$ cat src/include/glyph_cursor_pkg.sv
package glyph_cursor_pkg;

  // Serial frame layout: read flag, 7-bit command address, data byte
  localparam int           FRAME_BITS     = 16;
  localparam int           CMD_BITS       = 8;
  localparam int           CMD_READ_BIT   = 15;
  localparam int           CMD_ADDR_HI    = 14;
  localparam int           CMD_ADDR_LO    = 8;
  localparam int           DATA_HI        = 7;
  localparam int           PTR_LOAD_BIT   = 7;

  // Command addresses
  localparam logic [6:0]   ADDR_GLYPH_STORE_PORT = 7'h05;
  localparam logic [6:0]   ADDR_CURSOR_CONTROL   = 7'h0F;

  // Font pointer values
  localparam logic [7:0]   PTR_FIRST       = 8'h80;
  localparam logic [7:0]   PTR_FINAL       = 8'hF7;
  localparam logic [7:0]   PTR_INVALID_MIN = 8'hF8;

  // Glyph slot bases
  localparam logic [7:0]   GLYPH_SLOT_FIRST = 8'h80;
  localparam logic [7:0]   GLYPH_SLOT_THIRD = 8'h8A;
  localparam logic [7:0]   GLYPH_SLOT_LAST  = 8'hF3;
  localparam int           SLOT_STRIDE      = 5;
  localparam int           SLOT_COUNT       = 24;
  localparam int           ENTRY_COUNT      = 120;
  localparam int           ENTRY_BITS       = 7;
  localparam int           INDEX_BITS       = 7;

  // Cursor register layout
  localparam int           CURSOR_BLINK_BIT = 7;
  localparam int           CURSOR_POS_HI    = 6;
  localparam int           CURSOR_NONE_LO   = 5;
  localparam logic [7:0]   CURSOR_RESET     = 8'h60;

  typedef enum logic [1:0] {FR_IDLE, FR_SHIFT, FR_OVER} frame_state_type;

endpackage

$ cat src/verilog/glyph_store.sv
`timescale 1ns/1ps
module glyph_store
#(
  parameter int ENTRIES = 120,
  parameter int WIDTH   = 7,
  parameter int IDX_W   = 7
)
(
  // Clock and reset
  input  wire logic             clock,
  input  wire logic             srst,
  // Host write port
  input  wire logic             wr_en,
  input  wire logic [IDX_W-1:0] wr_index,
  input  wire logic [WIDTH-1:0] wr_data,
  // Host and scan read ports
  input  wire logic [IDX_W-1:0] host_index,
  output logic      [WIDTH-1:0] host_data,
  input  wire logic [IDX_W-1:0] scan_index,
  output logic      [WIDTH-1:0] scan_data
);

  logic [WIDTH-1:0] mem_ff [ENTRIES];

  always_ff @(posedge clock)
  begin
    if (srst)
    begin
      for (int i = 0; i < ENTRIES; i++)
        mem_ff[i] <= '0;
    end
    else if (wr_en && (int'(wr_index) < ENTRIES))
      mem_ff[wr_index] <= wr_data;
  end

  // Out-of-range indices read as blank columns
  always_ff @(posedge clock)
  begin
    if (srst)
    begin
      host_data <= '0;
      scan_data <= '0;
    end
    else
    begin
      host_data <= (int'(host_index) < ENTRIES) ? mem_ff[host_index] : '0;
      scan_data <= (int'(scan_index) < ENTRIES) ? mem_ff[scan_index] : '0;
    end
  end

endmodule

$ cat src/verilog/cursor_unit.sv
`timescale 1ns/1ps
module cursor_unit
  import glyph_cursor_pkg::*;
(
  // Clock and reset
  input  wire logic       clock,
  input  wire logic       srst,
  // Register access
  input  wire logic       wr_en,
  input  wire logic [7:0] wr_data,
  output logic      [7:0] reg_value,
  // Display side
  input  wire logic       blink_first_half,
  output logic            enable,
  output logic            lit
);

  logic [7:0] cursor_ff;

  always_ff @(posedge clock)
  begin
    if (srst)
      cursor_ff <= CURSOR_RESET;
    else if (wr_en)
      cursor_ff <= wr_data;
  end

  assign reg_value = cursor_ff;
  assign enable    = ~(cursor_ff[CURSOR_POS_HI] & cursor_ff[CURSOR_NONE_LO]);

  always_ff @(posedge clock)
  begin
    if (srst)
      lit <= 1'b0;
    else
      lit <= enable && (!cursor_ff[CURSOR_BLINK_BIT] || blink_first_half);
  end

endmodule

$ cat src/verilog/glyph_cursor_regs.sv
`timescale 1ns/1ps
// Function
// - Font data write stores 7 bits, pointer advances
// - Write with top bit loads pointer only
// - Font read returns entry, MSB zero, advances
// - Pointer auto-increments within 0x80 to 0xF6
// - Access at 0xF7 locks data until reload
// - Pointer load 0xF8-0xFF becomes 0x80
// - Slot n starts at 0x80 plus 5n
// - Cursor holds blink bit and 7-bit position
// - Blink clear lights steadily, else first half
module glyph_cursor_regs
(
  // Clock and reset
  input  wire logic                                 CLOCK,
  input  wire logic                                 SRST,
  // Serial register pins
  input  wire logic                                 CS_N,
  input  wire logic                                 SCLK,
  input  wire logic                                 DIN,
  output logic                                      DOUT,
  output logic                                      DOUT_OE,
  // Scan read of the glyph store
  input  wire logic [4:0]                           SCAN_SLOT,
  input  wire logic [2:0]                           SCAN_COLUMN,
  output logic      [glyph_cursor_pkg::ENTRY_BITS-1:0] SCAN_DATA,
  // Cursor to the scan logic
  input  wire logic                                 BLINK_FIRST_HALF,
  output logic      [6:0]                           CURSOR_POSITION,
  output logic                                      CURSOR_ENABLE,
  output logic                                      CURSOR_LIT,
  // Pointer status
  output logic      [7:0]                           FONT_POINTER,
  output logic                                      FONT_LOCKED
);
  import glyph_cursor_pkg::*;

  logic [2:0]                cs_sync_ff;
  logic [2:0]                sclk_sync_ff;
  logic [1:0]                din_sync_ff;
  logic                      cs_low;
  logic                      cs_rise;
  logic                      sclk_rise;
  logic                      sclk_fall;
  logic                      din_s;
  frame_state_type           state_ff;
  logic [4:0]                bit_cnt_ff;
  logic [FRAME_BITS-1:0]     in_sr_ff;
  logic [7:0]                out_sr_ff;
  logic                      dout_ff;
  logic [7:0]                ptr_ff;
  logic                      done_ff;
  logic                      frame_ok;
  logic                      cmd_read;
  logic [6:0]                cmd_addr;
  logic [7:0]                cmd_data;
  logic                      glyph_cmd;
  logic                      ptr_load;
  logic                      glyph_wr_req;
  logic                      glyph_rd_req;
  logic                      data_access;
  logic                      cursor_wr;
  logic                      addr_phase_end;
  logic [CMD_BITS-1:0]       cmd_byte;
  logic [7:0]                read_byte;
  logic [INDEX_BITS-1:0]     ptr_index;
  logic [INDEX_BITS-1:0]     scan_index;
  logic [ENTRY_BITS-1:0]     host_entry;
  logic [7:0]                cursor_value;
  logic [7:0]                nxt_ptr;

  // Pin synchronisers; stage 0 feeds stage 1 only, stage 2 is for edges
  always_ff @(posedge CLOCK)
  begin
    if (SRST)
    begin
      cs_sync_ff   <= 3'h7;
      sclk_sync_ff <= 3'h0;
      din_sync_ff  <= 2'h0;
    end
    else
    begin
      cs_sync_ff   <= {cs_sync_ff[1:0], CS_N};
      sclk_sync_ff <= {sclk_sync_ff[1:0], SCLK};
      din_sync_ff  <= {din_sync_ff[0], DIN};
    end
  end

  assign cs_low    = ~cs_sync_ff[1];
  assign cs_rise   = cs_sync_ff[1] & ~cs_sync_ff[2];
  assign sclk_rise = sclk_sync_ff[1] & ~sclk_sync_ff[2];
  assign sclk_fall = ~sclk_sync_ff[1] & sclk_sync_ff[2];
  assign din_s     = din_sync_ff[1];

  // Frame sequencing; more than sixteen clocks voids the frame
  always_ff @(posedge CLOCK)
  begin
    if (SRST)
      state_ff <= FR_IDLE;
    else
    begin
      unique case (state_ff)
        FR_IDLE:
          if (cs_low)
            state_ff <= FR_SHIFT;
        FR_SHIFT:
          if (cs_rise)
            state_ff <= FR_IDLE;
          else if (sclk_rise && (bit_cnt_ff == 5'(FRAME_BITS)))
            state_ff <= FR_OVER;
        FR_OVER:
          if (cs_rise)
            state_ff <= FR_IDLE;
      endcase
    end
  end

  always_ff @(posedge CLOCK)
  begin
    if (SRST || (state_ff == FR_IDLE))
      bit_cnt_ff <= 5'h00;
    else if ((state_ff == FR_SHIFT) && sclk_rise && (bit_cnt_ff != 5'(FRAME_BITS)))
      bit_cnt_ff <= bit_cnt_ff + 5'h01;
  end

  always_ff @(posedge CLOCK)
  begin
    if (SRST)
      in_sr_ff <= '0;
    else if ((state_ff == FR_SHIFT) && sclk_rise)
      in_sr_ff <= {in_sr_ff[FRAME_BITS-2:0], din_s};
  end

  // Command decode; everything takes effect as chip select rises
  assign frame_ok     = (state_ff == FR_SHIFT) && cs_rise
                        && (bit_cnt_ff == 5'(FRAME_BITS));
  assign cmd_read     = in_sr_ff[CMD_READ_BIT];
  assign cmd_addr     = in_sr_ff[CMD_ADDR_HI:CMD_ADDR_LO];
  assign cmd_data     = in_sr_ff[DATA_HI:0];
  assign glyph_cmd    = frame_ok && (cmd_addr == ADDR_GLYPH_STORE_PORT);
  assign ptr_load     = glyph_cmd && !cmd_read && cmd_data[PTR_LOAD_BIT];
  assign glyph_wr_req = glyph_cmd && !cmd_read && !cmd_data[PTR_LOAD_BIT];
  assign glyph_rd_req = glyph_cmd && cmd_read;
  assign data_access  = (glyph_wr_req || glyph_rd_req) && !done_ff;
  assign cursor_wr    = frame_ok && !cmd_read && (cmd_addr == ADDR_CURSOR_CONTROL);

  // Read data is chosen once the command byte is complete
  assign addr_phase_end = (state_ff == FR_SHIFT) && sclk_rise && (bit_cnt_ff == 5'(CMD_BITS - 1));
  assign cmd_byte       = {in_sr_ff[CMD_BITS-2:0], din_s};

  always_comb
  begin
    read_byte = 8'h00;
    if (cmd_byte[CMD_BITS-1])
    begin
      if ((cmd_byte[6:0] == ADDR_GLYPH_STORE_PORT) && !done_ff)
        read_byte = {1'b0, host_entry};
      else if (cmd_byte[6:0] == ADDR_CURSOR_CONTROL)
        read_byte = cursor_value;
    end
  end

  // Data bits leave on falling clock edges during the second byte
  always_ff @(posedge CLOCK)
  begin
    if (SRST || (state_ff == FR_IDLE))
    begin
      out_sr_ff <= 8'h00;
      dout_ff   <= 1'b0;
    end
    else if (addr_phase_end)
      out_sr_ff <= read_byte;
    else if ((state_ff == FR_SHIFT) && sclk_fall && (bit_cnt_ff >= 5'(CMD_BITS)))
    begin
      dout_ff   <= out_sr_ff[7];
      out_sr_ff <= {out_sr_ff[6:0], 1'b0};
    end
  end

  assign DOUT    = dout_ff;
  assign DOUT_OE = (state_ff != FR_IDLE);

  // Font pointer: load, or step after a data access
  always_comb
  begin
    nxt_ptr = ptr_ff;
    if (ptr_load)
      nxt_ptr = (cmd_data >= PTR_INVALID_MIN) ? PTR_FIRST : cmd_data;
    else if (data_access && (ptr_ff != PTR_FINAL))
      nxt_ptr = ptr_ff + 8'h01;
  end

  always_ff @(posedge CLOCK)
  begin
    if (SRST)
      ptr_ff <= GLYPH_SLOT_FIRST;
    else
      ptr_ff <= nxt_ptr;
  end

  // Lock stays until the host reloads the pointer
  always_ff @(posedge CLOCK)
  begin
    if (SRST || ptr_load)
      done_ff <= 1'b0;
    else if (data_access && (ptr_ff == PTR_FINAL))
      done_ff <= 1'b1;
  end

  assign FONT_POINTER = ptr_ff;
  assign FONT_LOCKED  = done_ff;
  assign ptr_index    = INDEX_BITS'(ptr_ff - PTR_FIRST);
  // Slot base is first slot plus five entries per slot
  assign scan_index   = INDEX_BITS'(int'(SCAN_SLOT) * SLOT_STRIDE + int'(SCAN_COLUMN));

  glyph_store
  #(
    .ENTRIES (ENTRY_COUNT),
    .WIDTH   (ENTRY_BITS),
    .IDX_W   (INDEX_BITS)
  )
  u_store
  (
    .clock      (CLOCK),
    .srst       (SRST),
    .wr_en      (glyph_wr_req && !done_ff),
    .wr_index   (ptr_index),
    .wr_data    (cmd_data[ENTRY_BITS-1:0]),
    .host_index (ptr_index),
    .host_data  (host_entry),
    .scan_index (scan_index),
    .scan_data  (SCAN_DATA)
  );

  cursor_unit u_cursor
  (
    .clock            (CLOCK),
    .srst             (SRST),
    .wr_en            (cursor_wr),
    .wr_data          (cmd_data),
    .reg_value        (cursor_value),
    .blink_first_half (BLINK_FIRST_HALF),
    .enable           (CURSOR_ENABLE),
    .lit              (CURSOR_LIT)
  );

  assign CURSOR_POSITION = cursor_value[CURSOR_POS_HI:0];

  // Checks
  a_ptr_reset_base: assert property (@(posedge CLOCK)
    SRST |=> (ptr_ff == GLYPH_SLOT_FIRST) && !done_ff)
    else $error("pointer not at first slot after reset");

  a_ptr_load_valid: assert property (@(posedge CLOCK) disable iff (SRST)
    (ptr_load && (cmd_data < PTR_INVALID_MIN))
    |=> (ptr_ff == $past(cmd_data)) && !done_ff)
    else $error("valid pointer load not taken");

  a_ptr_load_invalid: assert property (@(posedge CLOCK) disable iff (SRST)
    (ptr_load && (cmd_data >= PTR_INVALID_MIN)) |=> (ptr_ff == PTR_FIRST))
    else $error("invalid pointer load not forced to first entry");

  a_load_no_store: assert property (@(posedge CLOCK) disable iff (SRST)
    ptr_load |-> !u_store.wr_en
    ##1 (u_store.mem_ff[$past(ptr_index)] == $past(u_store.mem_ff[ptr_index])))
    else $error("pointer load changed an entry");

  a_write_store_step: assert property (@(posedge CLOCK) disable iff (SRST)
    (glyph_wr_req && !done_ff && (ptr_ff != PTR_FINAL))
    |-> u_store.wr_en ##1 (ptr_ff == $past(ptr_ff) + 8'h01)
        && (u_store.mem_ff[$past(ptr_index)] == $past(cmd_data[ENTRY_BITS-1:0])))
    else $error("font write did not store and advance");

  a_read_step: assert property (@(posedge CLOCK) disable iff (SRST)
    (glyph_rd_req && !done_ff && (ptr_ff != PTR_FINAL))
    |=> (ptr_ff == $past(ptr_ff) + 8'h01))
    else $error("font read did not advance pointer");

  a_read_msb_clear: assert property (@(posedge CLOCK) disable iff (SRST)
    (addr_phase_end && cmd_byte[CMD_BITS-1] && (cmd_byte[6:0] == ADDR_GLYPH_STORE_PORT))
    |=> (out_sr_ff[7] == 1'b0))
    else $error("font read MSB not clear");

  a_ptr_in_range: assert property (@(posedge CLOCK) disable iff (SRST)
    (ptr_ff >= PTR_FIRST) && (ptr_ff <= PTR_FINAL))
    else $error("pointer left its legal range");

  a_final_locks: assert property (@(posedge CLOCK) disable iff (SRST)
    (data_access && (ptr_ff == PTR_FINAL)) |=> done_ff && (ptr_ff == PTR_FINAL))
    else $error("access at final entry did not lock");

  a_locked_ignores: assert property (@(posedge CLOCK) disable iff (SRST)
    (done_ff && (glyph_wr_req || glyph_rd_req))
    |-> !u_store.wr_en ##1 done_ff && $stable(ptr_ff))
    else $error("locked store accepted a data access");

  a_cursor_lit: assert property (@(posedge CLOCK) disable iff (SRST)
    ##1 (CURSOR_LIT == ($past(CURSOR_ENABLE)
         && (!$past(cursor_value[CURSOR_BLINK_BIT]) || $past(BLINK_FIRST_HALF)))))
    else $error("cursor lit does not follow blink bit");

  a_cursor_none: assert property (@(posedge CLOCK) disable iff (SRST)
    (cursor_value[CURSOR_POS_HI] && cursor_value[CURSOR_NONE_LO]) [*2] |-> !CURSOR_LIT)
    else $error("cursor lit with no-cursor position");

endmodule

$ cat config.mk
export PLATFORM = sky130hd
export DESIGN_NAME = glyph_cursor_regs
export DESIGN_NICKNAME = d
export VERILOG_FILES = /design/src/include/glyph_cursor_pkg.sv /design/src/verilog/glyph_store.sv /design/src/verilog/cursor_unit.sv /design/src/verilog/glyph_cursor_regs.sv
export SDC_FILE = /design/constraint.sdc
export NUM_CORES = 2
export LEC_CHECK = 0
export BUFFER_PORTS_ARGS = -buffer_cell sky130_fd_sc_hd__buf_2
export CAP_MARGIN = 15
export CELL_PAD_IN_SITES_DETAIL_PLACEMENT = 1
export CELL_PAD_IN_SITES_GLOBAL_PLACEMENT = 2
export CORE_MARGIN = 4
export CORE_UTILIZATION = 49
export DETAILED_ROUTE_END_ITERATION = 6
export PLACE_DENSITY = 0.95
export SLEW_MARGIN = 15
export SYNTH_ARGS = -nofsm -noshare
export SYNTH_HDL_FRONTEND = slang
export SYNTH_SLANG_ARGS = --single-unit
$ cat constraint.sdc
create_clock -name CLOCK -period 5.1 [get_ports CLOCK]
set_input_delay 1.02 -clock CLOCK [delete_from_list [all_inputs] [get_ports CLOCK]]
set_output_delay 1.02 -clock CLOCK [all_outputs]
set_load 0.02 [all_outputs]
* Yosys cells after proc, flatten, opt, wreduce, memory -nomap -nowiden *
Memory sizes are Yosys's and may differ from the RTL's. A register that Yosys moved wholly into a read port is not among the register bits.
Cells that the tools add are included.

operators by class
  add/subtract/negate cells = 4
  multiply operators = 1
  $lt $le $gt $ge = 4
  eq/ne operators = 14
  multiplexer cells = 21
  bitwise gates (word level) = 11
  reduce and logical (&&, ||, !) cells = 39

operators with widths
  cell                                                                                 count
  8-bit two-way mux                                                                    8
  1-bit logical AND                                                                    22
  7-bit by 3-bit == test with 1-bit output, second input constant                      2
  7-bit by 4-bit == test with 1-bit output, second input constant                      2
  7-bit < comparator, second input constant                                            2
  7-bit two-way mux                                                                    2
  8-bit by 1-bit adder with 8-bit output, second input constant                        1
  8-bit == test, second input constant                                                 1
  8-bit greater-or-equal comparator, second input constant                             1
  2-bit two-way mux                                                                    4
  8-bit != test, second input constant                                                 1
  7-bit by 3-bit adder with 7-bit output                                               1
  5-bit by 3-bit multiplier with 7-bit output, second input constant                   1
  1-bit inverter                                                                       7
  7-bit OR reduction                                                                   1
  7-bit by 1-bit subtractor with 7-bit output, second input constant                   1
  1-bit two-way mux                                                                    6
  2-bit one-hot mux with 3 select lines                                                1
  2-bit nonzero test                                                                   3
  5-bit by 1-bit adder with 5-bit output, second input constant                        1
  5-bit by 3-bit == test with 1-bit output, second input constant                      1
  5-bit == test, second input constant                                                 1
  5-bit by 4-bit greater-or-equal comparator with 1-bit output, second input constant  1
  5-bit != test, second input constant                                                 1
  other kinds (11)                                                                     22

word-level totals
  flip-flop bits (word level) = 58
  RAM bits = 840
  input bits = 14
  word-level logic and storage cells = 107
  memories = 1

memories
  memory          words  bits a word  rd ports  clocked after Yosys merged registers in  wr ports  line               source
  u_store.mem_ff  120    7            2         2                                        120       glyph_store.sv:23  logic [WIDTH-1:0] mem_ff [ENTRIES];

* Logic depth before layout (Yosys ltp) *
  depth after elaboration = 14
  mapped depth = 13
  gate-level depth less buffers = 11

* By module *
Synthesis repeated with hierarchy kept, for this count alone.

second synthesis, totals
  cells, all modules = 3901
  area, all modules = 52237.6 µm²

by module, submodules not included
  module             instances  cells an instance  area an instance (µm²)  seq. area each (µm²)
  glyph_store        1          3582               49416.1                 27186.1
  glyph_cursor_regs  1          289                2491.1                  980.9
  cursor_unit        1          30                 330.3                   180.2

* Worst setup path after synthesis *
No wires, ideal clock.

  path type = in2reg
  start = input SCAN_SLOT[0]
  end = register u_store.scan_data[3] (read register of u_store.mem_ff)
  library setup time = 0.138 ns
  arrival time = 3.606 ns
  path slack = 1.356 ns
  stages on the path = 11
  buffers on the path = 3
  cell sequence = ha_1 > ha_1 > inv_1 > fa_1 > buf_2 > inv_1 > clkbuf_1 > clkbuf_1 > nor3_1 > a2111oi_0 > o22ai_1

on the way
  cells in the longest elaborated chain, start to end = 5

RTL lines
  what                                           line                      source
  from (decl)                                    glyph_cursor_regs.sv:24   input wire logic [4:0] SCAN_SLOT,
  5-bit by 3-bit multiplier with 7-bit output *  glyph_cursor_regs.sv:214  assign scan_index = INDEX_BITS'(int'(SCAN_SLOT) * SLOT_STRIDE + int'(SCAN_COLUMN));
  7-bit by 3-bit adder with 7-bit output *       glyph_cursor_regs.sv:214
  7-bit < comparator                             glyph_store.sv:47         scan_data <= (int'(scan_index) < ENTRIES) ? mem_ff[scan_index] : '0;
  1-bit inverter (no line)                       n/a
  2-bit OR reduction (no line)                   n/a
  to (decl)                                      glyph_store.sv:20         output logic [WIDTH-1:0] scan_data

Every way passes the cells marked *; elsewhere a longest branch is shown, timed or not.
A chain may end at the register's enable or synchronous reset.

* Final worst setup path *
  start = register ptr_ff[1] (netlist: FONT_POINTER[1])
  end = register u_store.host_data[0] (read register of u_store.mem_ff)

on the way
  cells in the longest elaborated chain, start to end = 4

RTL lines
  what                                           line                      source
  from (decl)                                    glyph_cursor_regs.sv:51   logic [7:0] ptr_ff;
  from (signal assigned)                         glyph_cursor_regs.sv:198  ptr_ff <= nxt_ptr;
  7-bit by 1-bit subtractor with 7-bit output *  glyph_cursor_regs.sv:212  assign ptr_index = INDEX_BITS'(ptr_ff - PTR_FIRST);
  7-bit < comparator                             glyph_store.sv:46         host_data <= (int'(host_index) < ENTRIES) ? mem_ff[host_index] : '0;
  1-bit inverter (no line)                       n/a
  2-bit OR reduction (no line)                   n/a
  to (decl)                                      glyph_store.sv:18         output logic [WIDTH-1:0] host_data,

Marks and branches as above.

==> key figures <==
GRT
  – GRT met3 Usage: 0.115
  – Vias in the first global route: around 40000
  – GR Util All Layers: 0.358
  – Most Crowded Layer GR: met2
  – Overflow after GRT: 0
  – First-pass GRT wire length: between 200 and 300 mm
  – Largest net degree at the start of global routing: around 130
  – Met1 usage: 0.457
  – Antenna violations before repair: 14
  – Met2 global-route usage: 0.543

Run
  – Max Cap Viol: 0

Logic synthesis
  – Top post-synthesis cells by count: 880 x edfxtp_1, 846 x and3_1, 438 x nand2_1
  – Post-Syn Area: between 0.05 and 0.06 mm²
  – Sequential area share after synthesis: 0.534
  – Count leader, synth: edfxtp_1
  – Cells after Synth: approximately 4200
  – Ys async rst share: 0
  – Synth area leaders: edfxtp_1 51%, mux4_2 12%, and3_1 10%
  – Cell variety after synth: 87
  – Yosys reg bits: between 900 and 1000
  – Top_reg_cell synth: edfxtp_1
  – EDFF count, synth: 880
  – Warnings, synthesis: 0
  – Largest area contributor in the netlist: edfxtp_1
  – Avg Inst Size Synth: around 13 µm²
  – Share of the synthesized area in the top cell type: 0.506

Placed design
  – Placer's final routability congestion estimate: about 0.95
  – HPWL Detailed: around 130 mm
  – Port Buffers: 40
  – Pre-CTS WS: ~0.6 ns
  – Placed Instances: 5249

STA
  – Max Slew Vio Count: 0
  – Final Skew: around 0.038 ns
  – Final Hold Viols: 0
  – Tightest Pin Transition: between 1 and 1.5 ns
  – # setup viols final: 0
  – RSZ-0062 raised after global routing: no
  – Rel. slew slack: 0.154
  – Worst setup slack after layout: roughly 0.98 ns
  – Final min period: just over 4 ns
  – FMAX: approximately 240 MHz
  – Final period utilization: 0.808
  – Post-Route Setup TNS: 0 ns

Setup path
  – Worst R2R Start: FONT_POINTER[1]$_SDFFE_PP0P_
  – Critical Path End Type: flop
  – CP Max Fanout: 25
  – Worst reg2reg endpoint: u_store.host_data[0]$_SDFF_PP0_
  – R2R setup slack: between 0.9 and 1 ns
  – R2R cell count: 7
  – Crit path from: FONT_POINTER[1]$_SDFFE_PP0P_
  – Startpoint Class: flop
  – Worst Path Arrival: 4.67 ns
  – Crit Path Class: flop to flop
  – Critical Path RT: about 5.7 ns

Min path
  – Hold path startpoint: cs_sync_ff[0]$_SDFF_PP1_
  – Min-Delay Endpoint: cs_sync_ff[1]$_SDFF_PP1_
  – WHS Path Cells: 1
  – Worst Hold Class: flop to flop

Drt
  – Vias post-DR: 40900
  – DR pass1 iterations: 7
  – Avg WL per Cell: about 37 µm
  – Remaining DRCs: 2
  – DRT Wirelength: ~200 mm
  – Post-DRT Antenna Nets: 0
  – Mean number of vias per cell: approximately 7.5
  – Starting DRC count in detailed routing: 7148

Clocking
  – CTS tree: done
  – Post-CTS Setup Bufs: 0
  – Post-CTS Hold Fix Bufs: 0
  – Worst skew pair latency: 0.74 ns
  – Clock sinks: 952
  – CTS Buf Count: between 100 and 150
  – Cts repair resizes: 0
  – Worst-path clk slew: roughly 0.06 ns
  – Clock Path Buffers: 3
  – H-tree levels: 3
  – Root Buffer: clkbuf_16

Die
  – Row count: about 120
  – Core area: roughly 0.11 mm²
  – Top Ports: 41
  – Die Y: around 330 µm
  – Total die area: approximately 0.11 mm²
  – Chip Width: about 330 µm
  – Initial Util: 0.495

Cells and area
  – Area added between synthesis and finish: 8.94%
  – Fin nets: 3999
  – Non-filler cells, final: 5453
  – Share of layout cells above drive strength 1: 0.200

Pwr
  – Worst IR Drop VDD: about 0.00029 V
  – Cell Pwr Density: around 350 mW/mm²
  – Leak: between 20 and 25 nW

Run status
  – Status: finished, violations left
  – Failing checks: DRC
-- worst max path at each step --
stage,endpoint,slack [ns]
CTS,u_store.mem_ff[77][4]$_SDFFCE_PN0P_,1.22
global placement,u_store.scan_data[3]$_SDFF_PP0_,0.58
finish,u_store.host_data[0]$_SDFF_PP0_,0.98
detailed placement,u_store.scan_data[3]$_SDFF_PP0_,0.60
floorplan,u_store.scan_data[3]$_SDFF_PP0_,1.36
global route,u_store.mem_ff[53][5]$_SDFFCE_PN0P_,1.01
-- cells by family after synthesis --
logic type	synth area share
flip-flops	0.534
other	0.0000718
AO/OA/AOI/OAI	0.0763
AND/OR/NAND/NOR	0.159
adder cells (fa/ha/maj)	0.00518
buffers and inverters	0.0534
multiplexers	0.170
XOR/XNOR	0.00218
-- critical path, stage by stage, from the launching register on --
cell and delay [ns]:
dfxtp_4 0.47, buf_4 0.33, nor2_4 0.84, a221oi_1 0.22, o221a_2 0.35, a211oi_1 0.74, o21ai_0 0.43, o22ai_1 0.51
-- flip-flops by register name, indices dropped and copies added (netlist names) --
signal	flops
u_cursor.reg_value	8
FONT_LOCKED	1
DOUT	1
u_cursor.lit	1
u_store.host_data	7
sclk_sync_ff	3
cs_sync_ff	3
u_store.mem_ff	880
out_sr_ff	8
in_sr_ff	16
din_sync_ff	2
u_store.scan_data	7
FONT_POINTER	8
state_ff	2
bit_cnt_ff	5
-- per-stage QoR --
stage | instance area [µm²] | hold slack, ns | util | total power, mW
final | 56900 | 0.412 | 0.539 | 19.8
after CTS | 56900 | 0.414 | 0.539 | 19.7
after global routing | 56900 | 0.428 | 0.539 | 20.2
after floorplan | 52400 | 0.389 | - | 11.0
after global placement | 53500 | 0.397 | 0.507 | 12.0
after detailed placement | 53500 | 0.398 | 0.507 | 12.1
-- routing by layer --
metal  vias up  routed length, µm
li1      15800                  -
met1     20700              70500
met2      3557              91100
met3       849              29100
met4         6              13700
met5         -                 45
-- final cells by class --
type	count	area, µm²
diodes	7	17.5
clock buffers	126	2750
clock inverters	71	634
fillers	10300	48700
inverters	21	82.6
multi-input cells	2694	22000
flip-flops and latches	952	27900
well taps	1391	1740
repair buffers	191	1730
-- cell usage in the layout (no fill, tap or decap), drive strengths merged, types with 16 or more instances in the layout --
| cell | netlist | routed |
|---|---|---|
| a221oi | 109 | 109 |
| conb | 1 | 40 |
| dfxtp | 72 | 72 |
| clkinv | 1 | 47 |
| o21ai | 93 | 93 |
| edfxtp | 880 | 880 |
| mux2 | 101 | 101 |
| nand3 | 27 | 27 |
| nor2b | 18 | 18 |
| a21oi | 98 | 98 |
| a211oi | 16 | 16 |
| nor3 | 39 | 39 |
| clkbuf | 357 | 126 |
| and3 | 846 | 846 |
| a22oi | 71 | 71 |
| ha | 20 | 20 |
| buf | 180 | 191 |
| a221o | 34 | 34 |
| nand2 | 439 | 439 |
| mux4 | 276 | 276 |
| inv | 20 | 26 |
| nor2 | 107 | 107 |
| mux2i | 152 | 152 |
| nand4 | 17 | 17 |
-- power breakdown --
group	internal [mW]	total (mW)	switching, mW
logic	1.09	2.92	1.83
registers	8.90	9.19	0.294
clock network	4.31	7.73	3.42
total	14.3	19.8	5.55
No activity file was read; power rests on OpenSTA's default activity.
